--- config.mk ---
export PLATFORM = sky130hd
export DESIGN_NAME = tpcr_responder
export DESIGN_NICKNAME = d
export VERILOG_FILES = /design/src/rtl/tpcr_pkg.sv /design/src/rtl/tpcr_responder.sv
export VERILOG_INCLUDE_DIRS = /design/src /design/src/rtl
export SDC_FILE = /design/constraint.sdc
export NUM_CORES = 1
export LEC_CHECK = 0
export ABC_AREA = 0
export BUFFER_PORTS_ARGS = -buffer_cell sky130_fd_sc_hd__clkbuf_2
export CORE_MARGIN = 3
export CORE_UTILIZATION = 35
export DETAILED_ROUTE_END_ITERATION = 10
export RECOVER_POWER = 50
export SLEW_MARGIN = 20
export SYNTH_ARGS = -nofsm -noshare
export SYNTH_HDL_FRONTEND = slang
export SYNTH_SLANG_ARGS = --single-unit
--- constraint.sdc ---
create_clock -name core_clk -period 2.53 [get_ports core_clk]
set_input_delay 0.3795 -clock core_clk [delete_from_list [all_inputs] [get_ports core_clk]]
set_output_delay 0.3795 -clock core_clk [all_outputs]
set_load 0.02 [all_outputs]
--- src/rtl/tpcr_consts.svh ---
// constants for the timing packet config responder
// assumes it is included once per compilation unit
`ifndef TPCR_CONSTS_SVH
`define TPCR_CONSTS_SVH
// =====================================================
// register byte offsets
`define TPCR_OFS_AUTO_MASK 8'h00
`define TPCR_OFS_PPS_CFG   8'h04
`define TPCR_OFS_PPS_OFS_H 8'h08
`define TPCR_OFS_PPS_OFS_L 8'h0C
`define TPCR_OFS_BIAS_THR  8'h10
`define TPCR_OFS_IO_OPT    8'h14
`define TPCR_OFS_STATUS    8'h18
// =====================================================
// reset values and field masks
`define TPCR_MASK_VALID    32'hC000_093F
`define TPCR_PPS_CFG_RST   3'h3
`define TPCR_SEL_MAX       8'h03
// =====================================================
// sub-packet codes and lengths
`define TPCR_SUB_TIMING    8'hAD
`define TPCR_SUB_SPMASK    8'hA5
`define TPCR_SUB_PPS       8'h4A
`define TPCR_SUB_AUTOMASK  8'h4D
`define TPCR_SUB_AUX_ONE   8'h45
`define TPCR_SUB_AUX_TWO   8'h4E
`define TPCR_LEN_TIMING    5'h05
`define TPCR_LEN_SPMASK    5'h02
`define TPCR_LEN_PPS       5'h10
`define TPCR_LEN_AUTOMASK  5'h05
`define TPCR_LEN_AUX       5'h05
`define TPCR_BIT_IO30      30
`define TPCR_BIT_IO31      31
`endif

--- src/rtl/tpcr_pkg.sv ---
// types for the timing packet config responder
// assumes nothing beyond the constants header
package tpcr_pkg;
   // =====================================================
   // controller states
   typedef enum logic [1:0] {
      TPCR_RX   = 2'b00,
      TPCR_EXEC = 2'b01,
      TPCR_AUX  = 2'b10,
      TPCR_TX   = 2'b11
   } tpcr_state_t;
   // command byte in, report byte out
   typedef struct packed {
      logic       valid;
      logic [7:0] data;
      logic       last;
   } tpcr_cmd_t;
   typedef struct packed {
      logic       valid;
      logic [7:0] data;
      logic       last;
      logic       port_b;
   } tpcr_rpt_t;
endpackage : tpcr_pkg

--- src/rtl/tpcr_responder.sv ---
// command interpreter: timing report config, pps settings, auto mask
// assumes deframed command bytes in, report bytes out, AHB-Lite regs
//
// Behaviour
// - empty timing config command: report on port B
// - port B report carries current second start
// - port A config: three bytes, selector 0..3; code takes two bytes
// - accepted selector answered with super-packet mask report
// - selector: off, pps, event, both
// - pps command always answered with pps report; code answers only a query or a 16-byte set with flags 0/1
// - pps report: sixteen bytes in fixed order
// - mask query or set answered with mask report
// - mask report: id, then 32-bit mask
// - zero bit blocks, one bit allows output
// - bits 0..5 gate decoded-data reports
// - bit 8 gates fix-complete timer report
// - bit 30 needs io option too
// - bit 31 needs io option too
// - first aux command answered after execution
// - second aux command answered after execution
// - aux report carries execution result
//
// The AHB-Lite register port and the placing of the registers were decided locally.
`include "tpcr_consts.svh"
`timescale 1ns/1ns
`default_nettype none
module tpcr_responder #(
   parameter logic [31:0] MASK_RST = 32'h0000_0000
) (
   // clock and reset
   input  wire logic               core_clk,
   input  wire logic               srst,
   // ahb-lite slave
   input  wire logic               hsel,
   input  wire logic [7:0]         haddr,
   input  wire logic [1:0]         htrans,
   input  wire logic               hwrite,
   input  wire logic [2:0]         hsize,
   input  wire logic               hready,
   input  wire logic [31:0]        hwdata,
   output logic      [31:0]        hrdata,
   output logic                    hreadyout,
   output logic                    hresp,
   // command bytes in
   input  wire tpcr_pkg::tpcr_cmd_t cmd_in,
   output logic                    cmd_ready,
   // report bytes out
   output tpcr_pkg::tpcr_rpt_t     rpt_out,
   input  wire logic               rpt_ready,
   // timing sources
   input  wire logic [31:0]        sec_start,
   input  wire logic               pps_tick,
   input  wire logic               event_in,
   output logic                    porta_timing,
   // automatic output gating
   input  wire logic [31:0]        auto_req,
   output logic      [31:0]        auto_grant,
   // aux command execution
   output logic                    aux_start,
   output logic                    aux_which,
   input  wire logic               aux_done,
   input  wire logic [7:0]         aux_result
);
   import tpcr_pkg::*;

   // =====================================================
   // state
   tpcr_state_t  state;                 // controller state
   logic [7:0]   rx_buf [16];           // command bytes
   logic [4:0]   rx_cnt;                // bytes received, saturating
   logic         rx_ovf;                // command too long
   logic [127:0] rpt_vec;               // report bytes, msb first
   logic [4:0]   rpt_left;              // bytes still to send
   logic         rpt_portb;             // report goes to port B
   logic [31:0]  auto_mask;             // auto output mask
   logic [2:0]   pps_cfg;               // polarity, time base, driver
   logic [63:0]  pps_ofs;               // offset in seconds
   logic [31:0]  bias_thr;              // bias threshold
   logic [1:0]   io_opt;                // io enables for bits 30, 31
   logic [1:0]   porta_sel;             // port A timing selector
   logic         wr_pend;               // write data phase due
   logic [7:0]   wr_addr;               // address of that write

   // =====================================================
   // command decode, in the cycle after the last byte
   wire [7:0] code      = rx_buf[0];
   wire       len_ok    = !rx_ovf;
   wire       is_ad     = code == `TPCR_SUB_TIMING && len_ok;
   wire       ad_req    = is_ad && rx_cnt == 5'h01;
   wire       ad_cfg    = is_ad && rx_cnt == 5'h02
                          && rx_buf[1] <= `TPCR_SEL_MAX;
   wire       is_pps    = code == `TPCR_SUB_PPS && len_ok;
   wire       flags_ok  = rx_buf[1] <= 8'h01 && rx_buf[2] <= 8'h01
                          && rx_buf[3] <= 8'h01;
   wire       pps_query = is_pps && rx_cnt == 5'h01;
   wire       pps_set   = is_pps && rx_cnt == `TPCR_LEN_PPS && flags_ok;
   wire       is_am     = code == `TPCR_SUB_AUTOMASK && len_ok;
   wire       am_query  = is_am && rx_cnt == 5'h01;
   wire       am_set    = is_am && rx_cnt == `TPCR_LEN_AUTOMASK;
   wire       aux_one   = code == `TPCR_SUB_AUX_ONE && len_ok;
   wire       aux_two   = code == `TPCR_SUB_AUX_TWO && len_ok;
   wire [31:0] am_new   = {rx_buf[1], rx_buf[2], rx_buf[3], rx_buf[4]}
                          & `TPCR_MASK_VALID;
   wire [63:0] ofs_new  = {rx_buf[4], rx_buf[5], rx_buf[6], rx_buf[7],
                           rx_buf[8], rx_buf[9], rx_buf[10], rx_buf[11]};
   wire [31:0] bias_new = {rx_buf[12], rx_buf[13], rx_buf[14], rx_buf[15]};
   wire        in_exec  = state == TPCR_EXEC;

   // =====================================================
   // bus decode
   wire        bus_take = hsel && htrans[1] && hready;
   wire        bus_wr   = wr_pend;
   wire [31:0] rd_mux   =
      haddr == `TPCR_OFS_AUTO_MASK ? auto_mask :
      haddr == `TPCR_OFS_PPS_CFG   ? {29'h0, pps_cfg} :
      haddr == `TPCR_OFS_PPS_OFS_H ? pps_ofs[63:32] :
      haddr == `TPCR_OFS_PPS_OFS_L ? pps_ofs[31:0] :
      haddr == `TPCR_OFS_BIAS_THR  ? bias_thr :
      haddr == `TPCR_OFS_IO_OPT    ? {30'h0, io_opt} :
      haddr == `TPCR_OFS_STATUS    ? {16'h0, code, 5'h0, state != TPCR_RX, porta_sel} :
      32'h0;                                            // unmapped reads zero

   // effective mask: reserved bits dead, bits 30/31 need io option
   wire [31:0] mask_eff = auto_mask & `TPCR_MASK_VALID
                          & {io_opt[1], io_opt[0], 30'h3FFF_FFFF};

   // =====================================================
   // bus slave: zero wait, always okay, read data registered
   always_ff @(posedge core_clk)
   begin
      if (srst)
      begin
         hrdata    <= 32'h0;
         hreadyout <= 1'b0;
         hresp     <= 1'b0;
         wr_pend   <= 1'b0;
         wr_addr   <= 8'h00;
      end
      else
      begin
         hreadyout <= 1'b1;
         wr_pend   <= bus_take && hwrite;
         wr_addr   <= haddr;
         if (bus_take && !hwrite)
            hrdata <= rd_mux;
      end
   end

   // =====================================================
   // settings: bus writes, then command sets take over
   always_ff @(posedge core_clk)
   begin
      if (srst)
      begin
         auto_mask <= MASK_RST & `TPCR_MASK_VALID;
         pps_cfg   <= `TPCR_PPS_CFG_RST;
         pps_ofs   <= 64'h0;
         bias_thr  <= 32'h0;
         io_opt    <= 2'h0;
         porta_sel <= 2'h0;
      end
      else
      begin
         if (bus_wr && wr_addr == `TPCR_OFS_AUTO_MASK)
            auto_mask <= hwdata & `TPCR_MASK_VALID;
         if (bus_wr && wr_addr == `TPCR_OFS_PPS_CFG)
            pps_cfg <= hwdata[2:0];
         if (bus_wr && wr_addr == `TPCR_OFS_PPS_OFS_H)
            pps_ofs[63:32] <= hwdata;
         if (bus_wr && wr_addr == `TPCR_OFS_PPS_OFS_L)
            pps_ofs[31:0] <= hwdata;
         if (bus_wr && wr_addr == `TPCR_OFS_BIAS_THR)
            bias_thr <= hwdata;
         if (bus_wr && wr_addr == `TPCR_OFS_IO_OPT)
            io_opt <= hwdata[1:0];
         if (in_exec && ad_cfg)
            porta_sel <= rx_buf[1][1:0];
         if (in_exec && am_set)
            auto_mask <= am_new;
         if (in_exec && pps_set)
         begin
            pps_cfg  <= {rx_buf[3][0], rx_buf[2][0], rx_buf[1][0]};
            pps_ofs  <= ofs_new;
            bias_thr <= bias_new;
         end
      end
   end

   // =====================================================
   // command byte capture
   always_ff @(posedge core_clk)
   begin
      if (srst)
      begin
         rx_cnt <= 5'h0;
         rx_ovf <= 1'b0;
      end
      else if (state == TPCR_RX && cmd_ready && cmd_in.valid)
      begin
         if (rx_cnt[4])
            rx_ovf <= 1'b1;
         else
         begin
            rx_buf[rx_cnt[3:0]] <= cmd_in.data;
            rx_cnt              <= rx_cnt + 5'h01;
         end
      end
      else if (in_exec)
      begin
         rx_cnt <= 5'h0;
         rx_ovf <= 1'b0;
      end
   end

   // =====================================================
   // controller: execute, wait for aux, stream report
   always_ff @(posedge core_clk)
   begin
      if (srst)
      begin
         state     <= TPCR_RX;
         cmd_ready <= 1'b0;
         rpt_out   <= '0;
         rpt_vec   <= 128'h0;
         rpt_left  <= 5'h0;
         rpt_portb <= 1'b0;
         aux_start <= 1'b0;
         aux_which <= 1'b0;
      end
      else
      begin
         aux_start <= 1'b0;
         case (state)
            TPCR_RX:
            begin
               cmd_ready <= 1'b1;
               if (cmd_ready && cmd_in.valid && cmd_in.last)
               begin
                  cmd_ready <= 1'b0;
                  state     <= TPCR_EXEC;
               end
            end
            TPCR_EXEC:
            begin
               state     <= TPCR_TX;
               rpt_portb <= 1'b0;
               if (ad_req)
               begin
                  rpt_vec   <= {`TPCR_SUB_TIMING, sec_start, 88'h0};
                  rpt_left  <= `TPCR_LEN_TIMING;
                  rpt_portb <= 1'b1;
               end
               else if (ad_cfg)
               begin
                  rpt_vec  <= {`TPCR_SUB_SPMASK, 6'h0, rx_buf[1][1:0], 112'h0};
                  rpt_left <= `TPCR_LEN_SPMASK;
               end
               else if (pps_query || pps_set)
               begin
                  rpt_vec <= pps_set ?
                     {`TPCR_SUB_PPS, rx_buf[1], rx_buf[2], rx_buf[3], ofs_new, bias_new} :
                     {`TPCR_SUB_PPS, 7'h0, pps_cfg[0], 7'h0, pps_cfg[1],
                      7'h0, pps_cfg[2], pps_ofs, bias_thr};
                  rpt_left <= `TPCR_LEN_PPS;
               end
               else if (am_query || am_set)
               begin
                  rpt_vec  <= {`TPCR_SUB_AUTOMASK,
                               am_set ? am_new : auto_mask, 88'h0};
                  rpt_left <= `TPCR_LEN_AUTOMASK;
               end
               else if (aux_one || aux_two)
               begin
                  aux_start <= 1'b1;
                  aux_which <= aux_two;
                  state     <= TPCR_AUX;
               end
               else
                  state <= TPCR_RX;
            end
            TPCR_AUX:
            begin
               if (aux_done)
               begin
                  rpt_vec  <= {aux_which ? `TPCR_SUB_AUX_TWO : `TPCR_SUB_AUX_ONE,
                               24'h0, aux_result, 88'h0};
                  rpt_left <= `TPCR_LEN_AUX;
                  state    <= TPCR_TX;
               end
            end
            TPCR_TX:
            begin
               if (!rpt_out.valid || rpt_ready)
               begin
                  if (rpt_left != 5'h0)
                  begin
                     rpt_out  <= {1'b1, rpt_vec[127:120], rpt_left == 5'h01, rpt_portb};
                     rpt_vec  <= {rpt_vec[119:0], 8'h00};
                     rpt_left <= rpt_left - 5'h01;
                  end
                  else
                  begin
                     rpt_out.valid <= 1'b0;
                     state         <= TPCR_RX;
                  end
               end
            end
            default: state <= TPCR_RX;
         endcase
      end
   end

   // =====================================================
   // port A timing trigger and automatic output gating
   always_ff @(posedge core_clk)
   begin
      if (srst)
      begin
         porta_timing <= 1'b0;
         auto_grant   <= 32'h0;
      end
      else
      begin
         porta_timing <= (porta_sel[0] && pps_tick) || (porta_sel[1] && event_in);
         auto_grant   <= auto_req & mask_eff;
      end
   end
endmodule : tpcr_responder
`default_nettype wire
Word level (Yosys, flattened, before mapping):

Memory sizes are Yosys's and may differ from the RTL's.
Cells that the tools add are included.

* reductions and logical operators: 62
* eq/ne operators: 32
* magnitude comparators: 4
* bitwise operators: 7
* multiplexer cells: 60
* add/subtract/negate cells: 2

Operator list (count)
* $mux 128: 7
* $mux 32: 12
* $pmux 128 s3: 1
* $mux 120: 1
* $and 32x32->32: 2
* $mux 64: 1
* $mux 5: 10
* $eq 8x5->1 const B: 5
* $logic_and 1x1->1: 34
* $eq 8x4->1 const B: 4
* $eq 8x7->1 const B: 4
* $mux 16: 2
* $le 8x1->1 const B: 3
* $mux 2: 9
* $eq 8x3->1 const B: 2
* $logic_not 8->1: 2
* $pmux 5 s3: 1
* $reduce_bool 2->1: 7
* $mux 1: 12
* $ne 2x2->1 const B: 6
* $eq 5x1->1 const B: 2
* $eq 8x8->1 const B: 1
* $le 8x2->1 const B: 1
* $pmux 2 s4: 1
* 23 further kinds: 37

* memories kept: 1
* output and inout bits: 81
* register bits after elaboration: 344
* word-level logic and storage cells: 195
* bits in writable memories: 128
* bits of input ports: 136

Memories
* rx_buf: depth 16, width 8, read ports 16, clocked after Yosys merged registers in 0, wr ports 1, RTL line tpcr_responder.sv:69 `logic [7:0] rx_buf [16];`

Longest topological paths before layout:

An unclocked memory read counts as a cell.

* word-level depth: 10
* depth in mapped cells: 11
* gate-level depth less buffers: 8

Least setup slack after synthesis:

No wires, ideal clock.

* path kind: register to register
* from: register rx_cnt[0]
* to: register rpt_vec[44]
* stages on the path, launching flop included: 11
* library setup time: 0.133 ns
* slack: 0.209 ns
* data arrival time: 2.189 ns
* path buffers: 3
* data required time: 2.397 ns
* clock period less this slack: 2.321 ns
* cell sequence: dfxtp_1 > inv_1 > ha_1 > a31oi_1 > nor3_4 > o41a_1 > buf_2 > buf_6 > buf_4 > o31ai_1 > a21oi_1

* word-level cells in the longest chain between the ends: 8
* elaborated cells on any way between the ends: 21
* those cells by class: eq/ne (5); mux (5); reduce/logical (11)

Ends and longest elaborated chain
* start: declaration: RTL line tpcr_responder.sv:70 `logic [4:0] rx_cnt;`
* start signal: assignment: RTL line tpcr_responder.sv:205 `rx_cnt <= rx_cnt + 5'h01;`
* $eq 5x5->1 (no source line)
* $logic_and 1x1->1 (no source line)
* $logic_and 1x1->1: RTL line tpcr_responder.sv:96 `` wire pps_set = is_pps && rx_cnt == `TPCR_LEN_PPS && flags_ok; ``
* $mux 120 or $logic_or 1x1->1 (tied branches): RTL line tpcr_responder.sv:260, tpcr_responder.sv:258
* $mux 128: RTL line tpcr_responder.sv:258 `else if (pps_query || pps_set)`
* $mux 128: RTL line tpcr_responder.sv:253 `else if (ad_cfg)`
* $mux 128: RTL line tpcr_responder.sv:247 `if (ad_req)`
* $pmux 128 s3: RTL line tpcr_responder.sv:233 `case (state)`
* end signal: assignment: RTL line tpcr_responder.sv:249 `` rpt_vec <= {`TPCR_SUB_TIMING, sec_start, 88'h0}; ``
* end signal: assignment: RTL line tpcr_responder.sv:255 `` rpt_vec <= {`TPCR_SUB_SPMASK, 6'h0, rx_buf[1][1:0], 112'h0}; ``
* end signal: assignment: RTL line tpcr_responder.sv:260 `rpt_vec <= pps_set ?`
* end: declaration: RTL line tpcr_responder.sv:72 `logic [127:0] rpt_vec;`

Several ways; a longest one is shown, not always the timed one.
A chain may end at the register's enable or synchronous reset.

==> key figures <==
Logic synthesis
  – Synth Cell Area: 0.0205 sq mm
  – Mean Syn Cell Area: 10.4 sq um
  – Yosys cell types: 79
  – Share of the yosys chip area belonging to registers: 0.503
  – Post-synth EDFFs: 128
  – Ys async rst share: 0
  – Synth Flop Type: dfxtp_1
  – Yosys warns: 0
  – Post-synthesis register bit count: 450
  – Cells after synthesis: 1959

CTS
  – Clock Sink Count: 450
  – CTS tree: done
  – Max Root-Sink Buffers: 3
  – Clk_lat worst skew: 0.60 ns
  – Root buf cell: clkbuf_16
  – CTS H-tree lvls: 2
  – TritonCTS Buffers: 48
  – Clock-pin slew of the registers on the worst-case setup and hold paths: 0.07 ns

Timing
  – Slack of the critical path: -0.0828 ns
  – Max-slew violation total from the final report: 16
  – Clk_skew: 0.0212 ns
  – Final hold vios: 0
  – F_max: 383 MHz
  – RSZ-0062 raised after global routing: yes
  – Sum Neg Setup Slack: -1.72 ns
  – Worst slew pin tran: 1.51 ns
  – Final period util: 1.03
  – Min Tclk post-route: 2.61 ns
  – Slew margin rel.: -0.00459
  – # setup viols final: 84

Floorplanning
  – Die Span X: 248 um
  – Die area: 0.0614 sq mm
  – Row count: 88
  – Core area: 0.0578 sq mm
  – Top-Level Pins: 217
  – Initial Utilization: 0.354
  – Chip height: 248 um

Global route
  – Pin count of the biggest net entering global routing: 103
  – Antenna violations before repair: 3
  – Global route overflow: 0
  – Overall Global Routing Usage: 0.244
  – First-pass GRT wire length: 112 mm
  – Vias in the first global route: 16900

Setup path
  – CP arrival: 3.06 ns
  – Critical Path Sink Type: flop
  – WP data required: 2.98 ns
  – Worst Setup Start Kind: flop
  – Crit-path max FO: 14
  – Crit Path Category: reg -> reg
  – R2r worst-path depth: 11

Status
  – Failing checks: capacitance limit, slew limit, setup timing
  – Status: complete, but fails checks

Detailed routing
  – DRC violations left: 0
  – Post-Route WL: 82.8 mm
  – Total number of vias: 18400
  – Drt initial violations: 1832
  – Avg Vias per Cell: 5.99
  – Wire per inst: 27.0 um
  – ANT nets after route: 0
  – Drt pass-1 iters: 5

Layout
  – Synthesis-to-finish area growth: 34.9%
  – Fillers: 5191
  – Sequential cell area: 0.0103 sq mm
  – Share of layout cells above drive strength 1: 0.364
  – Util after Layout: 0.478
  – Nets: 2400
  – Cell Count, Final, Fillers Out: 3065
  – Footprint of the multi-input gates: 0.0108 sq mm

Power
  – Leakage power figure: 10.2 nW
  – Tot Pwr: 16.0 mW
  – Pwr Density: 579 mW/mm^2
  – Peak supply drop: 0.429 mV

Place
  – Final GP Congestion: 0.907
  – IO Port Bufs: 167
  – Dpl cells: 2917
  – DP HPWL: 53.3 mm

Job
  – Maxcap violations: 1

Min path
  – HP Class: in -> reg
  – Hold Path Depth: 2
==> registers in the layout (all words and copies together), names as in the netlist, 2 cells and up, named ones only <==
name and cells:
auto_grant 10, auto_mask 10, bias_thr 32, hrdata 32, io_opt 2, porta_sel 2
pps_cfg 3, pps_ofs 64, rpt_left 5, rpt_out 11, rpt_vec 128, rx_buf 128
rx_cnt 5, wr_addr 8
==> worst max-delay path, stage by stage, from the launching register on <==
cell	delay, ns
edfxtp_1	0.44
nor4_4	0.37
nand4_1	0.25
nor3_4	0.26
buf_12	0.19
buf_12	0.16
buf_12	0.14
nand2_8	0.07
buf_8	0.17
buf_8	0.16
nor2_1	0.15
a211oi_1	0.08
==> stage by stage <==
step	area (sq um)	hold slack [ns]	setup WS, ns
detailed placement	23300	0.458	-0.301
global route	27600	0.0218	-0.133
floorplan	20500	0.436	0.209
CTS	25500	0.00280	-0.0141
global placement	23300	0.456	-0.292
finish	27600	0.0197	-0.0828
==> report_power, final <==
| part | total [mW] | switching, mW | internal [mW] |
|---|---|---|---|
| clock network | 7.86 | 3.11 | 4.75 |
| registers | 7.46 | 0.0243 | 7.44 |
| logic | 0.659 | 0.461 | 0.197 |
==> layout by cell type (no fill, tap or decap), types with 62 or more instances in the layout <==
master,n
a211oi_1,80
a21oi_1,111
buf_4,180
clkbuf_16,62
clkbuf_2,158
dfxtp_1,321
edfxtp_1,128
mux2i_1,183
nor2_1,115
==> repair_timing <==
item	4_1_cts	5_1_grt
hold buffers	2	0
endpoints found under the hold margin	2	0
gates resized for setup	42	342
endpoints found under the setup margin	212	264
pin swaps	8	47
cloned	1	20
buffers inserted	10	30
==> area by class of cell <==
cell class,count,share of cell area
flip-flops and latches,450,0.373
well taps,765,0.0347
clock buffers,69,0.0515
inverters,11,0.00154
clock inverters,21,0.0123
diodes,2,0.000181
multi-input cells,1314,0.391
repair buffers,433,0.136
==> per-layer routing <==
metal	part of all wire	routed length (um)	global-route usage
met5	0.00028	23	0
met4	0.037	3100	0.0764
met3	0.090	7430	0.0399
met2	0.47	38500	0.401
met1	0.41	33700	0.329
==> cell families after synthesis <==
logic type,share of synthesized area
compound gates,0.210
flops,0.503
simple gates,0.107
mux,0.125
buf+inv,0.0518
fa+ha+maj,0.00367
other cells,0.000183
xor+xnor,0.000428
==> path summary, 6_finish.rpt <==
| path | end | slack (ns) | start |
|---|---|---|---|
| worst min-delay path | auto_grant[8] | 0.02 | auto_req[8] |
| worst max-delay path | bias_thr[10] | -0.08 | rx_buf[1][7] |
| worst max register to register | bias_thr[10] | -0.08 | rx_buf[1][7] |
| worst min register to register | rpt_vec[6] | 0.47 | rpt_vec[6] |
==> Yosys cell counts (33+ instances only) <==
| cell | number | area (sq um) |
|---|---|---|
| nand3_1 | 35 | 175 |
| nor3_1 | 60 | 300 |
| a211oi_1 | 140 | 1050 |
| buf_2 | 33 | 165 |
| o31ai_1 | 87 | 653 |
| nand2_1 | 43 | 161 |
| a21oi_1 | 121 | 606 |
| mux2i_1 | 212 | 2120 |
| edfxtp_1 | 128 | 3840 |
| mux2_2 | 38 | 428 |
| clkbuf_1 | 122 | 458 |
| a2bb2oi_1 | 80 | 701 |
| dfxtp_1 | 322 | 6450 |
| nor2_1 | 198 | 743 |
Power figures use the tool's default switching activity.
